[src/rtl/clock_config_defines.vh]
/*
 * constants for the codec clock configuration block: register addresses,
 * field positions, select codes, rates and the system clock figure.
 * assumes it is included by its bare name from the rtl files only.
 */
`ifndef CLOCK_CONFIG_DEFINES_VH
`define CLOCK_CONFIG_DEFINES_VH

// register addresses on the 7-bit control port
`define ADDR_SYNTH_CONTROL_ONE 7'h74
`define ADDR_SYNTH_CONTROL_TWO 7'h75
`define ADDR_CONVERTER_CLOCK_SELECT 7'h76

// reset values (none documented, all fields come up at zero)
`define RESET_SYNTH_CONTROL_ONE 8'h00
`define RESET_SYNTH_CONTROL_TWO 8'h00
`define RESET_CONVERTER_CLOCK_SELECT 8'h00

// synth_control_one fields
`define OUT3_SEL_HI 7
`define OUT3_SEL_LO 6
`define MASTER_OUT_HALVE_BIT 5
`define CRYSTAL_REF_HALVE_BIT 4
`define SYNTH_B_PD_BIT 3
`define SYNTH_A_PD_BIT 2
`define OSC_PD_BIT 1
`define OUT3_RATIO_BIT 0

// synth_control_two fields
`define SYNTH_B_RATE_HI 7
`define SYNTH_B_RATE_LO 6
`define SYNTH_B_OVS_BIT 5
`define SYNTH_B_DBL_BIT 4
`define SYNTH_A_RATE_HI 3
`define SYNTH_A_RATE_LO 2
`define SYNTH_A_OVS_BIT 1
`define SYNTH_A_DBL_BIT 0

// converter_clock_select fields
`define PLAYBACK_SRC_HI 7
`define PLAYBACK_SRC_LO 5
`define RECORD_SRC_HI 4
`define RECORD_SRC_LO 2
`define INT_B_SRC_HI 1
`define INT_B_SRC_LO 0

// select codes
`define OUT3_FROM_SYNTH 2'h0
`define OUT3_FROM_RECOVERED 2'h3
`define RATE_CODE_48K 2'h0
`define RATE_CODE_32K 2'h2
`define RATE_CODE_44K1 2'h3

// sample rates in Hz and oversample ratios
`define RATE_48K_HZ 32'd48000
`define RATE_32K_HZ 32'd32000
`define RATE_44K1_HZ 32'd44100
`define RATIO_256 32'd256
`define RATIO_384 32'd384
`define RATIO_512 32'd512

// system clock rate in Hz
`define SYS_CLK_HZ 32'd50000000

`endif

[src/rtl/clock_halver.v]
/*
 * optional divide-by-two of a sampled clock level.
 * assumes src_i is a level already synchronous to clk_sys_i.
 */
`timescale 1ns/10ps
module clock_halver (
    input wire clk_sys_i, // system clock
    input wire rst_i, // asynchronous reset, active high
    input wire src_i, // sampled source clock level
    input wire halve_i, // 1: divide by two, 0: pass through
    output reg clk_o // resulting clock level
);

reg src_prev;
reg half;

// toggle on each rising edge of the source, pick halved or plain
always @(posedge clk_sys_i or posedge rst_i) begin
    if (rst_i) begin
        src_prev <= 1'b0;
        half <= 1'b0;
        clk_o <= 1'b0;
    end else begin
        src_prev <= src_i;
        if (src_i && !src_prev) begin
            half <= ~half;
        end
        clk_o <= halve_i ? half : src_i;
    end
end

endmodule // clock_halver

[src/rtl/clock_switch.v]
/*
 * glitch-free selector among sampled clock levels.
 * assumes all sources are levels synchronous to clk_sys_i; a change of
 * select waits until the output is low, then the new source passes only
 * after it has itself been seen low, so no runt pulse is produced.
 */
`timescale 1ns/10ps
module clock_switch #(
    parameter SEL_W = 3
) (
    input wire clk_sys_i, // system clock
    input wire rst_i, // asynchronous reset, active high
    input wire [(1<<SEL_W)-1:0] src_i, // source clock levels
    input wire [SEL_W-1:0] sel_i, // requested source
    output reg clk_o // selected clock level
);

reg [SEL_W-1:0] active_sel;
reg gate_open;

// switch only while the output is low, reopen on a low of the new source
always @(posedge clk_sys_i or posedge rst_i) begin
    if (rst_i) begin
        active_sel <= {SEL_W{1'b0}};
        gate_open <= 1'b0;
        clk_o <= 1'b0;
    end else begin
        if ((sel_i != active_sel) && !clk_o) begin
            active_sel <= sel_i;
            gate_open <= 1'b0;
            clk_o <= 1'b0;
        end else begin
            if (!src_i[active_sel]) begin
                gate_open <= 1'b1;
            end
            clk_o <= gate_open & src_i[active_sel];
        end
    end
end

endmodule // clock_switch

[src/rtl/audio_codec_clock_config.v]
/*
 * clock generation and selection for an audio codec: control registers,
 * two rate synthesizers and a third system clock generator modelled as
 * phase accumulators, divide-by-two options and glitch-free selectors.
 * assumes every clock input is a level synchronous to clk_sys_i and that
 * the control port is a simple synchronous read/write strobe port.
 */
`timescale 1ns/10ps
`include "clock_config_defines.vh"
module audio_codec_clock_config (
    input wire clk_sys_i, // system clock, 50 MHz
    input wire rst_i, // asynchronous reset, active high
    input wire reg_write_i, // register write strobe
    input wire reg_read_i, // register read strobe
    input wire [6:0] reg_addr_i, // register address
    input wire [7:0] reg_wdata_i, // register write data
    output reg [7:0] reg_rdata_o, // register read data
    output reg reg_ack_o, // one-cycle answer to any access
    input wire crystal_input_i, // crystal clock level
    input wire master_clock_input_i, // master clock input level
    input wire recovered_512_i, // receiver recovered clock at 512 fs
    input wire recovered_256_i, // receiver recovered clock at 256 fs
    output reg master_clock_output_o, // master clock output
    output reg synth_ref_clock_o, // synthesizer reference clock
    output reg synth_a_internal_clock_o, // synthesizer A clock
    output reg synth_b_internal_clock_o, // synthesizer B clock
    output reg system_out_three_o, // third system clock output
    output reg playback_conv_clock_o, // playback converter clock
    output reg record_conv_clock_o, // record converter clock
    output reg internal_clock_b_o, // internal clock B
    output reg synth_a_powerdown_o, // synthesizer A powered down
    output reg synth_b_powerdown_o, // synthesizer B powered down
    output reg oscillator_powerdown_o // crystal oscillator powered down
);

reg [7:0] synth_control_one;
reg [7:0] synth_control_two;
reg [7:0] converter_clock_select;

// field views of the control registers
wire [1:0] out3_recovered_select = synth_control_one[`OUT3_SEL_HI:`OUT3_SEL_LO];
wire master_out_halve = synth_control_one[`MASTER_OUT_HALVE_BIT];
wire crystal_ref_halve = synth_control_one[`CRYSTAL_REF_HALVE_BIT];
wire synth_b_powerdown = synth_control_one[`SYNTH_B_PD_BIT];
wire synth_a_powerdown = synth_control_one[`SYNTH_A_PD_BIT];
wire oscillator_powerdown = synth_control_one[`OSC_PD_BIT];
wire out3_ratio = synth_control_one[`OUT3_RATIO_BIT];
wire [1:0] synth_b_rate_code = synth_control_two[`SYNTH_B_RATE_HI:`SYNTH_B_RATE_LO];
wire synth_b_oversample = synth_control_two[`SYNTH_B_OVS_BIT];
wire synth_b_double = synth_control_two[`SYNTH_B_DBL_BIT];
wire [1:0] synth_a_rate_code = synth_control_two[`SYNTH_A_RATE_HI:`SYNTH_A_RATE_LO];
wire synth_a_oversample = synth_control_two[`SYNTH_A_OVS_BIT];
wire synth_a_double = synth_control_two[`SYNTH_A_DBL_BIT];
wire [2:0] playback_conv_clock_src = converter_clock_select[`PLAYBACK_SRC_HI:`PLAYBACK_SRC_LO];
wire [2:0] record_conv_clock_src = converter_clock_select[`RECORD_SRC_HI:`RECORD_SRC_LO];
wire [1:0] internal_clock_b_src = converter_clock_select[`INT_B_SRC_HI:`INT_B_SRC_LO];

// base sample rate of a rate code; the reserved code falls back to 48 kHz
function [31:0] rate_hz;
    input [1:0] code;
    begin
        case (code)
            `RATE_CODE_32K: rate_hz = `RATE_32K_HZ;
            `RATE_CODE_44K1: rate_hz = `RATE_44K1_HZ;
            default: rate_hz = `RATE_48K_HZ;
        endcase
    end
endfunction

// synthesizer output frequency: rate times oversample, optionally doubled
function [31:0] synth_hz;
    input [1:0] code;
    input ovs;
    input dbl;
    reg [31:0] base;
    begin
        base = rate_hz(code) * (ovs ? `RATIO_384 : `RATIO_256);
        synth_hz = dbl ? {base[30:0], 1'b0} : base;
    end
endfunction

// register writes; reads answer with the stored value, unmapped read zero
always @(posedge clk_sys_i or posedge rst_i) begin
    if (rst_i) begin
        synth_control_one <= `RESET_SYNTH_CONTROL_ONE;
        synth_control_two <= `RESET_SYNTH_CONTROL_TWO;
        converter_clock_select <= `RESET_CONVERTER_CLOCK_SELECT;
        reg_rdata_o <= 8'h00;
        reg_ack_o <= 1'b0;
    end else begin
        reg_ack_o <= reg_write_i | reg_read_i;
        if (reg_write_i) begin
            if (reg_addr_i == `ADDR_SYNTH_CONTROL_ONE) begin
                synth_control_one <= reg_wdata_i;
            end else if (reg_addr_i == `ADDR_SYNTH_CONTROL_TWO) begin
                synth_control_two <= reg_wdata_i;
            end else if (reg_addr_i == `ADDR_CONVERTER_CLOCK_SELECT) begin
                converter_clock_select <= reg_wdata_i;
            end
        end
        if (reg_read_i) begin
            if (reg_addr_i == `ADDR_SYNTH_CONTROL_ONE) begin
                reg_rdata_o <= synth_control_one;
            end else if (reg_addr_i == `ADDR_SYNTH_CONTROL_TWO) begin
                reg_rdata_o <= synth_control_two;
            end else if (reg_addr_i == `ADDR_CONVERTER_CLOCK_SELECT) begin
                reg_rdata_o <= converter_clock_select;
            end else begin
                reg_rdata_o <= 8'h00;
            end
        end
    end
end

// crystal oscillator output, held low while powered down
reg crystal_live;
always @(posedge clk_sys_i or posedge rst_i) begin
    if (rst_i) begin
        crystal_live <= 1'b0;
    end else begin
        crystal_live <= crystal_input_i & ~oscillator_powerdown;
    end
end

// master clock output, optionally halved
wire master_out_w;
clock_halver u_master_halver (
    .clk_sys_i(clk_sys_i),
    .rst_i(rst_i),
    .src_i(master_clock_input_i),
    .halve_i(master_out_halve),
    .clk_o(master_out_w)
);

// synthesizer reference from the crystal, optionally halved
wire synth_ref_w;
clock_halver u_ref_halver (
    .clk_sys_i(clk_sys_i),
    .rst_i(rst_i),
    .src_i(crystal_live),
    .halve_i(crystal_ref_halve),
    .clk_o(synth_ref_w)
);

// target frequencies: 0 synthesizer A, 1 synthesizer B, 2 third output
wire [95:0] gen_freq;
wire [2:0] gen_run;
assign gen_freq[31:0] = synth_hz(synth_a_rate_code, synth_a_oversample, synth_a_double);
assign gen_freq[63:32] = synth_hz(synth_b_rate_code, synth_b_oversample, synth_b_double);
assign gen_freq[95:64] = rate_hz(synth_a_rate_code) * (out3_ratio ? `RATIO_256 : `RATIO_512);
assign gen_run[0] = ~synth_a_powerdown & ~oscillator_powerdown;
assign gen_run[1] = ~synth_b_powerdown & ~oscillator_powerdown;
assign gen_run[2] = ~synth_a_powerdown & ~oscillator_powerdown;

// phase accumulators: toggle each time the half-period budget wraps
wire [2:0] gen_clk;
genvar g;
generate
    for (g = 0; g < 3; g = g + 1) begin : gen_nco
        reg [31:0] acc;
        reg level;
        wire [31:0] step = {gen_freq[32*g+30:32*g], 1'b0};
        wire [32:0] sum = {1'b0, acc} + {1'b0, step};
        always @(posedge clk_sys_i or posedge rst_i) begin
            if (rst_i) begin
                acc <= 32'h00000000;
                level <= 1'b0;
            end else if (!gen_run[g]) begin
                acc <= 32'h00000000;
                level <= 1'b0;
            end else if (step >= `SYS_CLK_HZ) begin
                level <= ~level;
            end else if (sum >= {1'b0, `SYS_CLK_HZ}) begin
                acc <= sum[31:0] - `SYS_CLK_HZ;
                level <= ~level;
            end else begin
                acc <= sum[31:0];
            end
        end
        assign gen_clk[g] = level;
    end
endgenerate

// third output: synthesizer block or recovered clock at the chosen ratio
wire out3_from_rec = (out3_recovered_select == `OUT3_FROM_RECOVERED);
// ratio and source both pass the switch; a ratio change between the recovered clocks cannot cut a pulse short, but gen_clk[2] retunes at once
wire [1:0] out3_pick = {out3_from_rec, out3_ratio};
wire out3_w;
clock_switch #(
    .SEL_W(2)
) u_out3_switch (
    .clk_sys_i(clk_sys_i),
    .rst_i(rst_i),
    .src_i({recovered_256_i, recovered_512_i, gen_clk[2], gen_clk[2]}),
    .sel_i(out3_pick),
    .clk_o(out3_w)
);

// shared eight-way source set for both converter selectors
wire [7:0] conv_sources = {
    crystal_live, // code 111
    crystal_live, // code 110
    recovered_256_i, // code 101, receiver at 256 fs
    recovered_512_i, // code 100, receiver at 512 fs
    gen_clk[1], // code 011, synthesizer B
    gen_clk[0], // code 010, synthesizer A
    master_clock_input_i, // code 001
    crystal_live // code 000
};

// playback converter clock
wire playback_w;
clock_switch #(
    .SEL_W(3)
) u_playback_switch (
    .clk_sys_i(clk_sys_i),
    .rst_i(rst_i),
    .src_i(conv_sources),
    .sel_i(playback_conv_clock_src),
    .clk_o(playback_w)
);

// record converter clock
wire record_w;
clock_switch #(
    .SEL_W(3)
) u_record_switch (
    .clk_sys_i(clk_sys_i),
    .rst_i(rst_i),
    .src_i(conv_sources),
    .sel_i(record_conv_clock_src),
    .clk_o(record_w)
);

// internal clock B, four-way source set
wire [3:0] internal_b_sources = {
    gen_clk[1], // code 11, synthesizer B
    gen_clk[0], // code 10, synthesizer A
    master_clock_input_i, // code 01
    crystal_live // code 00
};
wire internal_b_w;
clock_switch #(
    .SEL_W(2)
) u_internal_b_switch (
    .clk_sys_i(clk_sys_i),
    .rst_i(rst_i),
    .src_i(internal_b_sources),
    .sel_i(internal_clock_b_src),
    .clk_o(internal_b_w)
);

// output flops
always @(posedge clk_sys_i or posedge rst_i) begin
    if (rst_i) begin
        master_clock_output_o <= 1'b0;
        synth_ref_clock_o <= 1'b0;
        synth_a_internal_clock_o <= 1'b0;
        synth_b_internal_clock_o <= 1'b0;
        system_out_three_o <= 1'b0;
        playback_conv_clock_o <= 1'b0;
        record_conv_clock_o <= 1'b0;
        internal_clock_b_o <= 1'b0;
        synth_a_powerdown_o <= 1'b0;
        synth_b_powerdown_o <= 1'b0;
        oscillator_powerdown_o <= 1'b0;
    end else begin
        master_clock_output_o <= master_out_w;
        synth_ref_clock_o <= synth_ref_w;
        synth_a_internal_clock_o <= gen_clk[0];
        synth_b_internal_clock_o <= gen_clk[1];
        system_out_three_o <= out3_w;
        playback_conv_clock_o <= playback_w;
        record_conv_clock_o <= record_w;
        internal_clock_b_o <= internal_b_w;
        synth_a_powerdown_o <= synth_a_powerdown;
        synth_b_powerdown_o <= synth_b_powerdown;
        oscillator_powerdown_o <= oscillator_powerdown;
    end
end

endmodule // audio_codec_clock_config

[config.mk]
export PLATFORM = sky130hd
export DESIGN_NAME = audio_codec_clock_config
export DESIGN_NICKNAME = d
export VERILOG_FILES = /design/src/rtl/clock_halver.v /design/src/rtl/clock_switch.v /design/src/rtl/audio_codec_clock_config.v
export VERILOG_INCLUDE_DIRS = /design/src /design/src/rtl
export SDC_FILE = /design/constraint.sdc
export NUM_CORES = 1
export LEC_CHECK = 0
export BUFFER_PORTS_ARGS = -buffer_cell sky130_fd_sc_hd__buf_4
export CELL_PAD_IN_SITES_DETAIL_PLACEMENT = 1
export CELL_PAD_IN_SITES_GLOBAL_PLACEMENT = 1
export CORE_UTILIZATION = 54
export DETAILED_ROUTE_END_ITERATION = 7
export GPL_TIMING_DRIVEN = 0
export PLACE_DENSITY = 0.95
export SLEW_MARGIN = 10
export SYNTH_ARGS = -nofsm -noshare
export SYNTH_HDL_FRONTEND = slang
export SYNTH_SLANG_ARGS = --single-unit
[constraint.sdc]
create_clock -name clk_sys_i -period 17.6 [get_ports clk_sys_i]
set_clock_uncertainty 0.05 [all_clocks]
set_input_delay 2.64 -clock clk_sys_i [delete_from_list [all_inputs] [get_ports clk_sys_i]]
set_output_delay 2.64 -clock clk_sys_i [all_outputs]
set_load 0.02 [all_outputs]
After elaboration in Yosys (flattened, before gate mapping)
Index checks and enable logic that the tools add are counted.

word-level totals
  bits of input ports = 23
  flip-flop bits (word level) = 168
  output and inout bits = 20

cells by class
  eq/ne operators = 22
  bitwise gates (word level) = 18
  multipliers = 3
  $lt $le $gt $ge = 10
  muxes and demuxes = 50
  add/sub/neg operators = 6
  reduce and logical (&&, ||, !) cells = 15

operators with widths
  kind                                                                 number
  two-way mux 32 bit                                                   9
  adder 32 x 32 -> 33 bit                                              3
  greater-or-equal comparator 33 x 26 -> 1 bit, second input constant  3
  greater-or-equal comparator 32 x 26 -> 1 bit, second input constant  3
  subtractor 32 x 26 -> 32 bit, second input constant                  3
  case mux 16 bit (2 select lines)                                     2
  two-way mux 26 bit                                                   2
  multiplier 16 x 9 -> 25 bit                                          2
  two-way mux 8 bit                                                    5
  multiplier 32 x 10 -> 31 bit                                         1
  two-way mux 1 bit                                                    27
  == test 7 bit, second input constant                                 3
  == test 2 bit, second input constant                                 5
  two-way mux 10 bit                                                   1
  NOT 1 bit                                                            10
  inequality test 3 x 1 -> 1 bit, second input constant                3
  less-than comparator 3 x 4 -> 1 bit, second input constant           2
  inequality test 2 x 1 -> 1 bit, second input constant                4
  AND 1 bit                                                            7
  binary-select mux 1 bit (select 3 bit)                               2
  logical AND 1 bit                                                    6
  logical NOT 1 bit                                                    6
  less-than comparator 2 x 3 -> 1 bit, second input constant           2
  inequality test 2 bit, second input constant                         3
  7 further kinds                                                      10

Depth between registers and ports, before layout
  depth in word-level cells = 9
  mapped depth = 30
  mapped depth without buffers = 28

By module
A second synthesis with hierarchy kept.

second synthesis, totals
  cells, all modules = 1533
  area total of the unflattened synthesis = 13256.5 µm²

by module, submodules not included
  module                                  area each (µm²)  cells an instance  instances
  audio_codec_clock_config                12090.3          1453               1
  clock_switch (u_playback_switch ...)    275.3            18                 2
  clock_switch (u_internal_b_switch ...)  198.9            15                 2
  clock_halver                            108.9            7                  2

Worst setup path after synthesis
No wires, ideal clock.

  path kind = reg2reg
  from = register synth_control_two[7]
  to = register gen_nco[1].acc[31]
  cell stages (with the launch flop) = 26
  path slack = 11.583 ns
  arrival time = 5.901 ns
  data required time = 17.485 ns
  cell sequence = dfrtp_1 -> clkbuf_1 -> nand2_1 -> ha_1 -> inv_1 -> ha_1 -> ha_1 -> ha_1 -> fa_1 -> a221oi_1 -> o21bai_1 -> a21o_1 -> xnor2_2 -> mux2i_1 -> ha_1 -> a21o_1 -> o21bai_1 -> nor2_1 -> or4b_4 -> nand4_4 -> and2_4 -> o211ai_1 -> nand2b_4 -> or4b_4 -> a211o_1 -> nand2_1

on the way
  cells in the longest elaborated chain, start to end = 9
  elaborated cells between the ends (all ways) = 13
  those cells by class = add/sub (2); mul (1); order compare (2); eq/ne (3); mux (5)

ends and longest elaborated chain
  what                                                                                                           line                            RTL
  from (decl)                                                                                                    audio_codec_clock_config.v:37   reg [7:0] synth_control_two;
  from (signal assigned)                                                                                         audio_codec_clock_config.v:86   synth_control_two <= `RESET_SYNTH_CONTROL_TWO;
  from (signal assigned)                                                                                         audio_codec_clock_config.v:96   synth_control_two <= reg_wdata_i;
  == test 2 bit                                                                                                  audio_codec_clock_config.v:62   case (code)
  case mux 16 bit (2 select lines) (*)                                                                           audio_codec_clock_config.v:62
  multiplier 16 x 9 -> 25 bit (*)                                                                                audio_codec_clock_config.v:77   base = rate_hz(code) * (ovs ? `RATIO_384 : `RATIO_256);
  two-way mux 26 bit (*)                                                                                         audio_codec_clock_config.v:78   synth_hz = dbl ? {base[30:0], 1'b0} : base;
  adder 32 x 32 -> 33 bit                                                                                        audio_codec_clock_config.v:163  wire [32:0] sum = {1'b0, acc} + {1'b0, step};
  subtractor 32 x 26 -> 32 bit (no line) / greater-or-equal comparator 33 x 26 -> 1 bit (equally long branches)  --
  two-way mux 32 bit                                                                                             audio_codec_clock_config.v:173  end else if (sum >= {1'b0, `SYS_CLK_HZ}) begin
  two-way mux 32 bit                                                                                             audio_codec_clock_config.v:171  end else if (step >= `SYS_CLK_HZ) begin
  two-way mux 32 bit                                                                                             audio_codec_clock_config.v:168  end else if (!gen_run[g]) begin
  to (signal assigned)                                                                                           audio_codec_clock_config.v:174  acc <= sum[31:0] - `SYS_CLK_HZ;
  to (signal assigned)                                                                                           audio_codec_clock_config.v:177  acc <= sum[31:0];
  to (decl)                                                                                                      audio_codec_clock_config.v:160  reg [31:0] acc;

Every way passes the cells marked *; elsewhere a longest branch is shown, timed or not. The select of a mux whose other input is x is not followed.
A chain may end at the register's enable or synchronous reset.

Worst setup path in the final report
  from = register synth_control_one[0]
  to = register gen_nco[2].acc[30]

on the way
  cells in the longest elaborated chain, start to end = 7
  elaborated cells between the ends (all ways) = 10
  those cells by class = add/sub (2); mul (1); order compare (2); eq/ne (1); mux (4)

ends and longest elaborated chain
  what                                                                                                           line                            RTL
  from (decl)                                                                                                    audio_codec_clock_config.v:36   reg [7:0] synth_control_one;
  from (signal assigned)                                                                                         audio_codec_clock_config.v:85   synth_control_one <= `RESET_SYNTH_CONTROL_ONE;
  from (signal assigned)                                                                                         audio_codec_clock_config.v:94   synth_control_one <= reg_wdata_i;
  two-way mux 10 bit (no line) (*)                                                                               --
  multiplier 32 x 10 -> 31 bit (*)                                                                               audio_codec_clock_config.v:150  assign gen_freq[95:64] = rate_hz(synth_a_rate_code) * (out3_ratio ? `RATIO_256 : `RATIO_512);
  adder 32 x 32 -> 33 bit                                                                                        audio_codec_clock_config.v:163
  subtractor 32 x 26 -> 32 bit (no line) / greater-or-equal comparator 33 x 26 -> 1 bit (equally long branches)  --
  two-way mux 32 bit                                                                                             audio_codec_clock_config.v:173
  two-way mux 32 bit                                                                                             audio_codec_clock_config.v:171
  two-way mux 32 bit                                                                                             audio_codec_clock_config.v:168
  to (signal assigned)                                                                                           audio_codec_clock_config.v:174
  to (signal assigned)                                                                                           audio_codec_clock_config.v:177
  to (decl)                                                                                                      audio_codec_clock_config.v:160

Marked as above.

==> report_table.html <==
<table>
<tr><th>Metric</th><th>Value</th></tr>
<tr><th colspan="2">Status</th></tr>
<tr><td>Status</td><td>completed</td></tr>
<tr><th colspan="2">Clocking</th></tr>
<tr><td>Quantity of gates resized following cts</td><td>0</td></tr>
<tr><td>Hold bufs inserted after CTS</td><td>0</td></tr>
<tr><td>Inserted Clock Buffers</td><td>17</td></tr>
<tr><td>Clock Pin Slew Worst Setup and Hold Paths</td><td>around 90 ps</td></tr>
<tr><td>CTS tree</td><td>yes</td></tr>
<tr><td>Number of buffers on the longest clock path</td><td>2</td></tr>
<tr><td>Total clock sinks</td><td>about 150</td></tr>
<tr><td>Setup repair bufs after CTS</td><td>0</td></tr>
<tr><td>Library cell used as clock root buffer</td><td>sky130_fd_sc_hd__clkbuf_16</td></tr>
<tr><td>Number of H-tree branching levels</td><td>4</td></tr>
<tr><td>Worst-skew pair later-pin latency</td><td>roughly 470 ps</td></tr>
<tr><th colspan="2">STA</th></tr>
<tr><td>Final setup violation count</td><td>0</td></tr>
<tr><td>Slew @ Worst Pin</td><td>roughly 1300 ps</td></tr>
<tr><td>Final Cycle Share</td><td>0.4902</td></tr>
<tr><td>Post-Route Setup TNS</td><td>0 ps</td></tr>
<tr><td>Maximum achievable frequency</td><td>115.9 MHz</td></tr>
<tr><td>Final hold violations</td><td>0</td></tr>
<tr><td>Worst-case setup margin in the final layout</td><td>8972 ps</td></tr>
<tr><td>Max Transition Viols Final</td><td>0</td></tr>
<tr><td>Max-slew headroom</td><td>0.1172</td></tr>
<tr><td>Worst-case hold slack</td><td>roughly 330 ps</td></tr>
<tr><td>Final critical-path required period</td><td>about 8600 ps</td></tr>
<tr><td>RSZ-0062 raised after global routing</td><td>no</td></tr>
<tr><th colspan="2">Pwr</th></tr>
<tr><td>Share of power burned in combinational logic</td><td>0.671</td></tr>
<tr><td>Power after layout</td><td>between 3 and 4 mW</td></tr>
<tr><td>Proportion of total power due to net switching</td><td>0.5358</td></tr>
<tr><td>Clk pwr share</td><td>0.131</td></tr>
<tr><td>Cell leakage power</td><td>roughly 6.4 nW</td></tr>
<tr><td>Net switching power of the design</td><td>around 1.6 mW</td></tr>
<tr><td>Areal power density over the cells</td><td>between 200 and 250 nW/um^2</td></tr>
<tr><td>Maximum VDD drop</td><td>between 100 and 150 uV</td></tr>
<tr><td>Sequential power share</td><td>0.198</td></tr>
<tr><td>Internal power contribution</td><td>~1.4 mW</td></tr>
<tr><th colspan="2">Placement</th></tr>
<tr><td>Area after detailed placement</td><td>approximately 14000 sq um</td></tr>
<tr><td>Routability cong.</td><td>0.9101</td></tr>
<tr><td>Estimated wirelength of the detail-placed design</td><td>approximately 36000 um</td></tr>
<tr><td>Number of instances in the placed design</td><td>approximately 1900</td></tr>
<tr><td>Worst setup slack after placement</td><td>9702 ps</td></tr>
<tr><td>Number of buffers inserted by port buffering</td><td>41</td></tr>
<tr><th colspan="2">GRT</th></tr>
<tr><td>Vias in the first global route</td><td>~15000</td></tr>
<tr><td>Pin count of the biggest net entering global routing</td><td>85</td></tr>
<tr><td>Overall Global Routing Usage</td><td>0.4481</td></tr>
<tr><td>Total gr overflow</td><td>0</td></tr>
<tr><td>Initial antenna violation count</td><td>3</td></tr>
<tr><td>Wire length of the first global-routing pass</td><td>slightly below 90000 um</td></tr>
<tr><th colspan="2">Worst hold path</th></tr>
<tr><td>Start point of the worst min-delay path</td><td>u_ref_halver.clk_o</td></tr>
<tr><td>Worst Hold Path Cells</td><td>0</td></tr>
<tr><td>Hold endpoint</td><td>synth_ref_clock_o</td></tr>
<tr><td>Class of the worst hold path</td><td>flop to flop</td></tr>
<tr><th colspan="2">Detailed routing</th></tr>
<tr><td>Vias per inst</td><td>between 7 and 8</td></tr>
<tr><td>Detailed-route wire length per cell</td><td>just under 30 um</td></tr>
<tr><td>Number of design rule violations left after detail routing</td><td>0</td></tr>
<tr><td>Total wire length</td><td>55650 um</td></tr>
<tr><td>Post-route antenna net violation count</td><td>0</td></tr>
<tr><td>First-pass iteration count of the detailed router</td><td>8</td></tr>
<tr><td>First DRT Iteration DRCs</td><td>approximately 1700</td></tr>
<tr><td>Vias</td><td>13933</td></tr>
<tr><th colspan="2">Die</th></tr>
<tr><td>Placeable Area</td><td>between 20000 and 25000 sq um</td></tr>
<tr><td>Number of top-level pins</td><td>between 40 and 50</td></tr>
<tr><td>Row Count</td><td>between 50 and 60</td></tr>
<tr><td>Die outline area</td><td>25230 sq um</td></tr>
<tr><td>Starting density of the core</td><td>0.5477</td></tr>
<tr><td>Chip Width</td><td>between 150 and 200 um</td></tr>
<tr><td>Die extent in y</td><td>158.8 um</td></tr>
<tr><th colspan="2">Yosys</th></tr>
<tr><td>Gate count of the mapped netlist</td><td>1501</td></tr>
<tr><td>Flop and latch count out of synthesis</td><td>about 150</td></tr>
<tr><td>Sequential-to-total area share from yosys stat</td><td>0.2770</td></tr>
<tr><td>Async S/R FF share, synth</td><td>1.000</td></tr>
<tr><td>Synthesized area per cell</td><td>slightly below 9 sq um</td></tr>
<tr><td>Syn Std Cell Area</td><td>between 10000 and 15000 sq um</td></tr>
<tr><td>Yosys warning count</td><td>0</td></tr>
<tr><td>Dominant synthesized flop cell</td><td>sky130_fd_sc_hd__dfrtp_1</td></tr>
<tr><td>Number of flops mapped to enable cells by yosys</td><td>0</td></tr>
<tr><td>Cell variety after synth</td><td>around 120</td></tr>
<tr><th colspan="2">Final layout</th></tr>
<tr><td>Total number of nets in the final design</td><td>1725</td></tr>
<tr><td>Ratio of cells with drive above 1 in the final layout</td><td>0.1416</td></tr>
<tr><td>Post-layout utilization of the core</td><td>0.6054</td></tr>
<tr><td>Area delta synth-&gt;final</td><td>10.52%</td></tr>
<tr><td>Post-layout instance count excluding filler cells</td><td>~1900</td></tr>
<tr><td>Post-route design area</td><td>roughly 15000 sq um</td></tr>
<tr><th colspan="2">Worst setup path</th></tr>
<tr><td>Logic depth of the worst register-to-register path</td><td>27</td></tr>
<tr><td>Slack of the worst reg-to-reg path</td><td>8970 ps</td></tr>
<tr><td>Crit path from</td><td>synth_control_one[0]</td></tr>
<tr><td>Kind of cell adding the most delay to the critical path</td><td>compound AO/OA/AOI/OAI gates</td></tr>
<tr><td>Maximum fanout count along the critical path</td><td>10</td></tr>
<tr><td>Classification of the worst setup path</td><td>flop to flop</td></tr>
<tr><td>Crit end category</td><td>flop</td></tr>
<tr><td>Most frequent CP cell</td><td>sky130_fd_sc_hd__ha_1</td></tr>
<tr><td>Data arrival time of the critical path</td><td>approximately 9000 ps</td></tr>
<tr><td>Endpoint of the worst register-to-register path</td><td>gen_nco[2].acc[30]</td></tr>
<tr><td>Critical path's largest stage delay</td><td>860 ps</td></tr>
<tr><td>Startpoint of the worst register-to-register path</td><td>synth_control_one[0]</td></tr>
<tr><td>Cell with the largest stage delay on the worst path</td><td>sky130_fd_sc_hd__o41ai_2</td></tr>
<tr><td>Critical Path RT</td><td>approximately 18000 ps</td></tr>
<tr><td>Buffers and inverters on the worst path</td><td>6</td></tr>
<tr><td>Startpoint type of the worst setup path</td><td>flop</td></tr>
<tr><th colspan="2">Flow run</th></tr>
<tr><td>Count of max-cap constraint violations</td><td>0</td></tr>
</table>
[synthesized netlist by cell type, types with 5 or more instances]
master | n | area (sq um)
sky130_fd_sc_hd__fa_1 | 8 | 160.2
sky130_fd_sc_hd__and2_1 | 16 | 100.1
sky130_fd_sc_hd__nand4_1 | 23 | 143.9
sky130_fd_sc_hd__and3_1 | 23 | 143.9
sky130_fd_sc_hd__o21bai_1 | 7 | 52.55
sky130_fd_sc_hd__nor3b_1 | 8 | 60.06
sky130_fd_sc_hd__o2111ai_1 | 5 | 43.79
sky130_fd_sc_hd__nor3_1 | 28 | 140.1
sky130_fd_sc_hd__buf_2 | 18 | 90.09
sky130_fd_sc_hd__nand2b_1 | 8 | 50.05
sky130_fd_sc_hd__a21oi_1 | 105 | 525.5
sky130_fd_sc_hd__o21a_1 | 6 | 45.04
sky130_fd_sc_hd__a21oi_2 | 5 | 43.79
sky130_fd_sc_hd__or2_2 | 6 | 37.54
sky130_fd_sc_hd__a31oi_1 | 12 | 75.07
sky130_fd_sc_hd__a211oi_1 | 19 | 142.6
sky130_fd_sc_hd__clkbuf_1 | 40 | 150.1
sky130_fd_sc_hd__a21o_1 | 27 | 202.7
sky130_fd_sc_hd__mux2i_1 | 17 | 170.2
sky130_fd_sc_hd__inv_1 | 70 | 262.8
sky130_fd_sc_hd__dfrtp_1 | 147 | 3679
sky130_fd_sc_hd__nor2_1 | 122 | 457.9
sky130_fd_sc_hd__o31ai_1 | 8 | 60.06
sky130_fd_sc_hd__and4_1 | 8 | 70.07
sky130_fd_sc_hd__a311oi_1 | 7 | 61.31
sky130_fd_sc_hd__or3_1 | 22 | 137.6
sky130_fd_sc_hd__a211oi_2 | 6 | 75.07
sky130_fd_sc_hd__xnor2_1 | 75 | 656.9
sky130_fd_sc_hd__ha_1 | 125 | 1564
sky130_fd_sc_hd__mux2_2 | 48 | 540.5
sky130_fd_sc_hd__o211ai_1 | 19 | 142.6
sky130_fd_sc_hd__nand3_1 | 34 | 170.2
sky130_fd_sc_hd__o221ai_1 | 5 | 43.79
sky130_fd_sc_hd__nand2_1 | 130 | 488.0
sky130_fd_sc_hd__a21boi_0 | 6 | 45.04
sky130_fd_sc_hd__o21ai_0 | 87 | 435.4
sky130_fd_sc_hd__a41oi_1 | 11 | 96.34
sky130_fd_sc_hd__a211o_1 | 5 | 43.79
sky130_fd_sc_hd__nor2b_1 | 15 | 93.84
sky130_fd_sc_hd__xor2_1 | 50 | 437.9
sky130_fd_sc_hd__a221oi_1 | 6 | 52.55
[state kept, by name, summed over array words and instances, names as in the netlist, 3 cells and up]
| name | flops |
|---|---|
| gen_nco.acc | 75 |
| u_playback_switch.active_sel | 3 |
| synth_control_two | 8 |
| synth_control_one | 8 |
| converter_clock_select | 8 |
| u_record_switch.active_sel | 3 |
| reg_rdata_o | 8 |
| gen_nco.level | 3 |
[logic make-up after synthesis]
| family | synth area share |
|---|---|
| multiplexers | 0.05973 |
| adder cells (fa/ha/maj) | 0.1298 |
| other | 0.0005654 |
| flip-flops | 0.2770 |
| AO/OA/AOI/OAI | 0.2132 |
| buffers and inverters | 0.04098 |
| AND/OR/NAND/NOR | 0.1927 |
| XOR/XNOR | 0.08610 |
[per-layer routing]
layer	track usage	up-vias	part of all wire
met5	0	-	0.00052
met4	0.3367	4	0.084
met3	0.1246	452	0.092
met2	0.7382	1087	0.47
met1	0.4919	6799	0.35
li1	-	5591	-
[placed cells by master, fill, tap and decap left out, types with 9 or more instances in the layout]
cell                        count
sky130_fd_sc_hd__clkbuf_1      40
sky130_fd_sc_hd__a21oi_1      105
sky130_fd_sc_hd__inv_1         69
sky130_fd_sc_hd__ha_1         125
sky130_fd_sc_hd__xnor2_1       75
sky130_fd_sc_hd__a41oi_1       11
sky130_fd_sc_hd__a21o_1        27
sky130_fd_sc_hd__nor3_1        27
sky130_fd_sc_hd__clkbuf_16     17
sky130_fd_sc_hd__nand3_1       34
sky130_fd_sc_hd__and2_1        16
sky130_fd_sc_hd__buf_4         41
sky130_fd_sc_hd__a31oi_1       12
sky130_fd_sc_hd__nand2_1      130
sky130_fd_sc_hd__a211oi_1      19
sky130_fd_sc_hd__dfrtp_1      147
sky130_fd_sc_hd__xor2_1        50
sky130_fd_sc_hd__buf_2         18
sky130_fd_sc_hd__or3_1         22
sky130_fd_sc_hd__o21ai_0       87
sky130_fd_sc_hd__and3_1        23
sky130_fd_sc_hd__mux2_2        48
sky130_fd_sc_hd__nor2_1       122
sky130_fd_sc_hd__o211ai_1      19
sky130_fd_sc_hd__nand4_1       23
sky130_fd_sc_hd__conb_1         9
sky130_fd_sc_hd__nor2b_1       15
sky130_fd_sc_hd__mux2i_1       17
[worst max path at each step]
stage	endpoint	cells past startpoint
floorplan	converter_clock_select[0]	1
global placement	gen_nco[1].acc[16]	2
detailed placement	gen_nco[2].acc[30]	27
CTS	gen_nco[2].acc[30]	27
global route	gen_nco[2].acc[30]	27
finish	gen_nco[2].acc[30]	27
[power by group through the flow]
stage               logic [mW]  registers [mW]  clock network [mW]
CTS                       1.96           0.591               0.392
global placement          1.71           0.570                   0
detailed placement        1.85           0.586                   0
floorplan                 1.41           0.554                   0
finish                    2.05           0.605               0.399
global route              2.16           0.609               0.402
[cell type report]
cell class	instances	area [sq um]
flip-flops and latches	147	3679
fillers	2812	9569
inverters	71	274.0
clock buffers	17	425.4
repair buffers	42	335.3
clock inverters	15	182.7
plain buffers	62	277.8
diodes	1	2.502
multi-input cells	1228	9097
well taps	324	405.4
(Power assumes the default switching activity.)
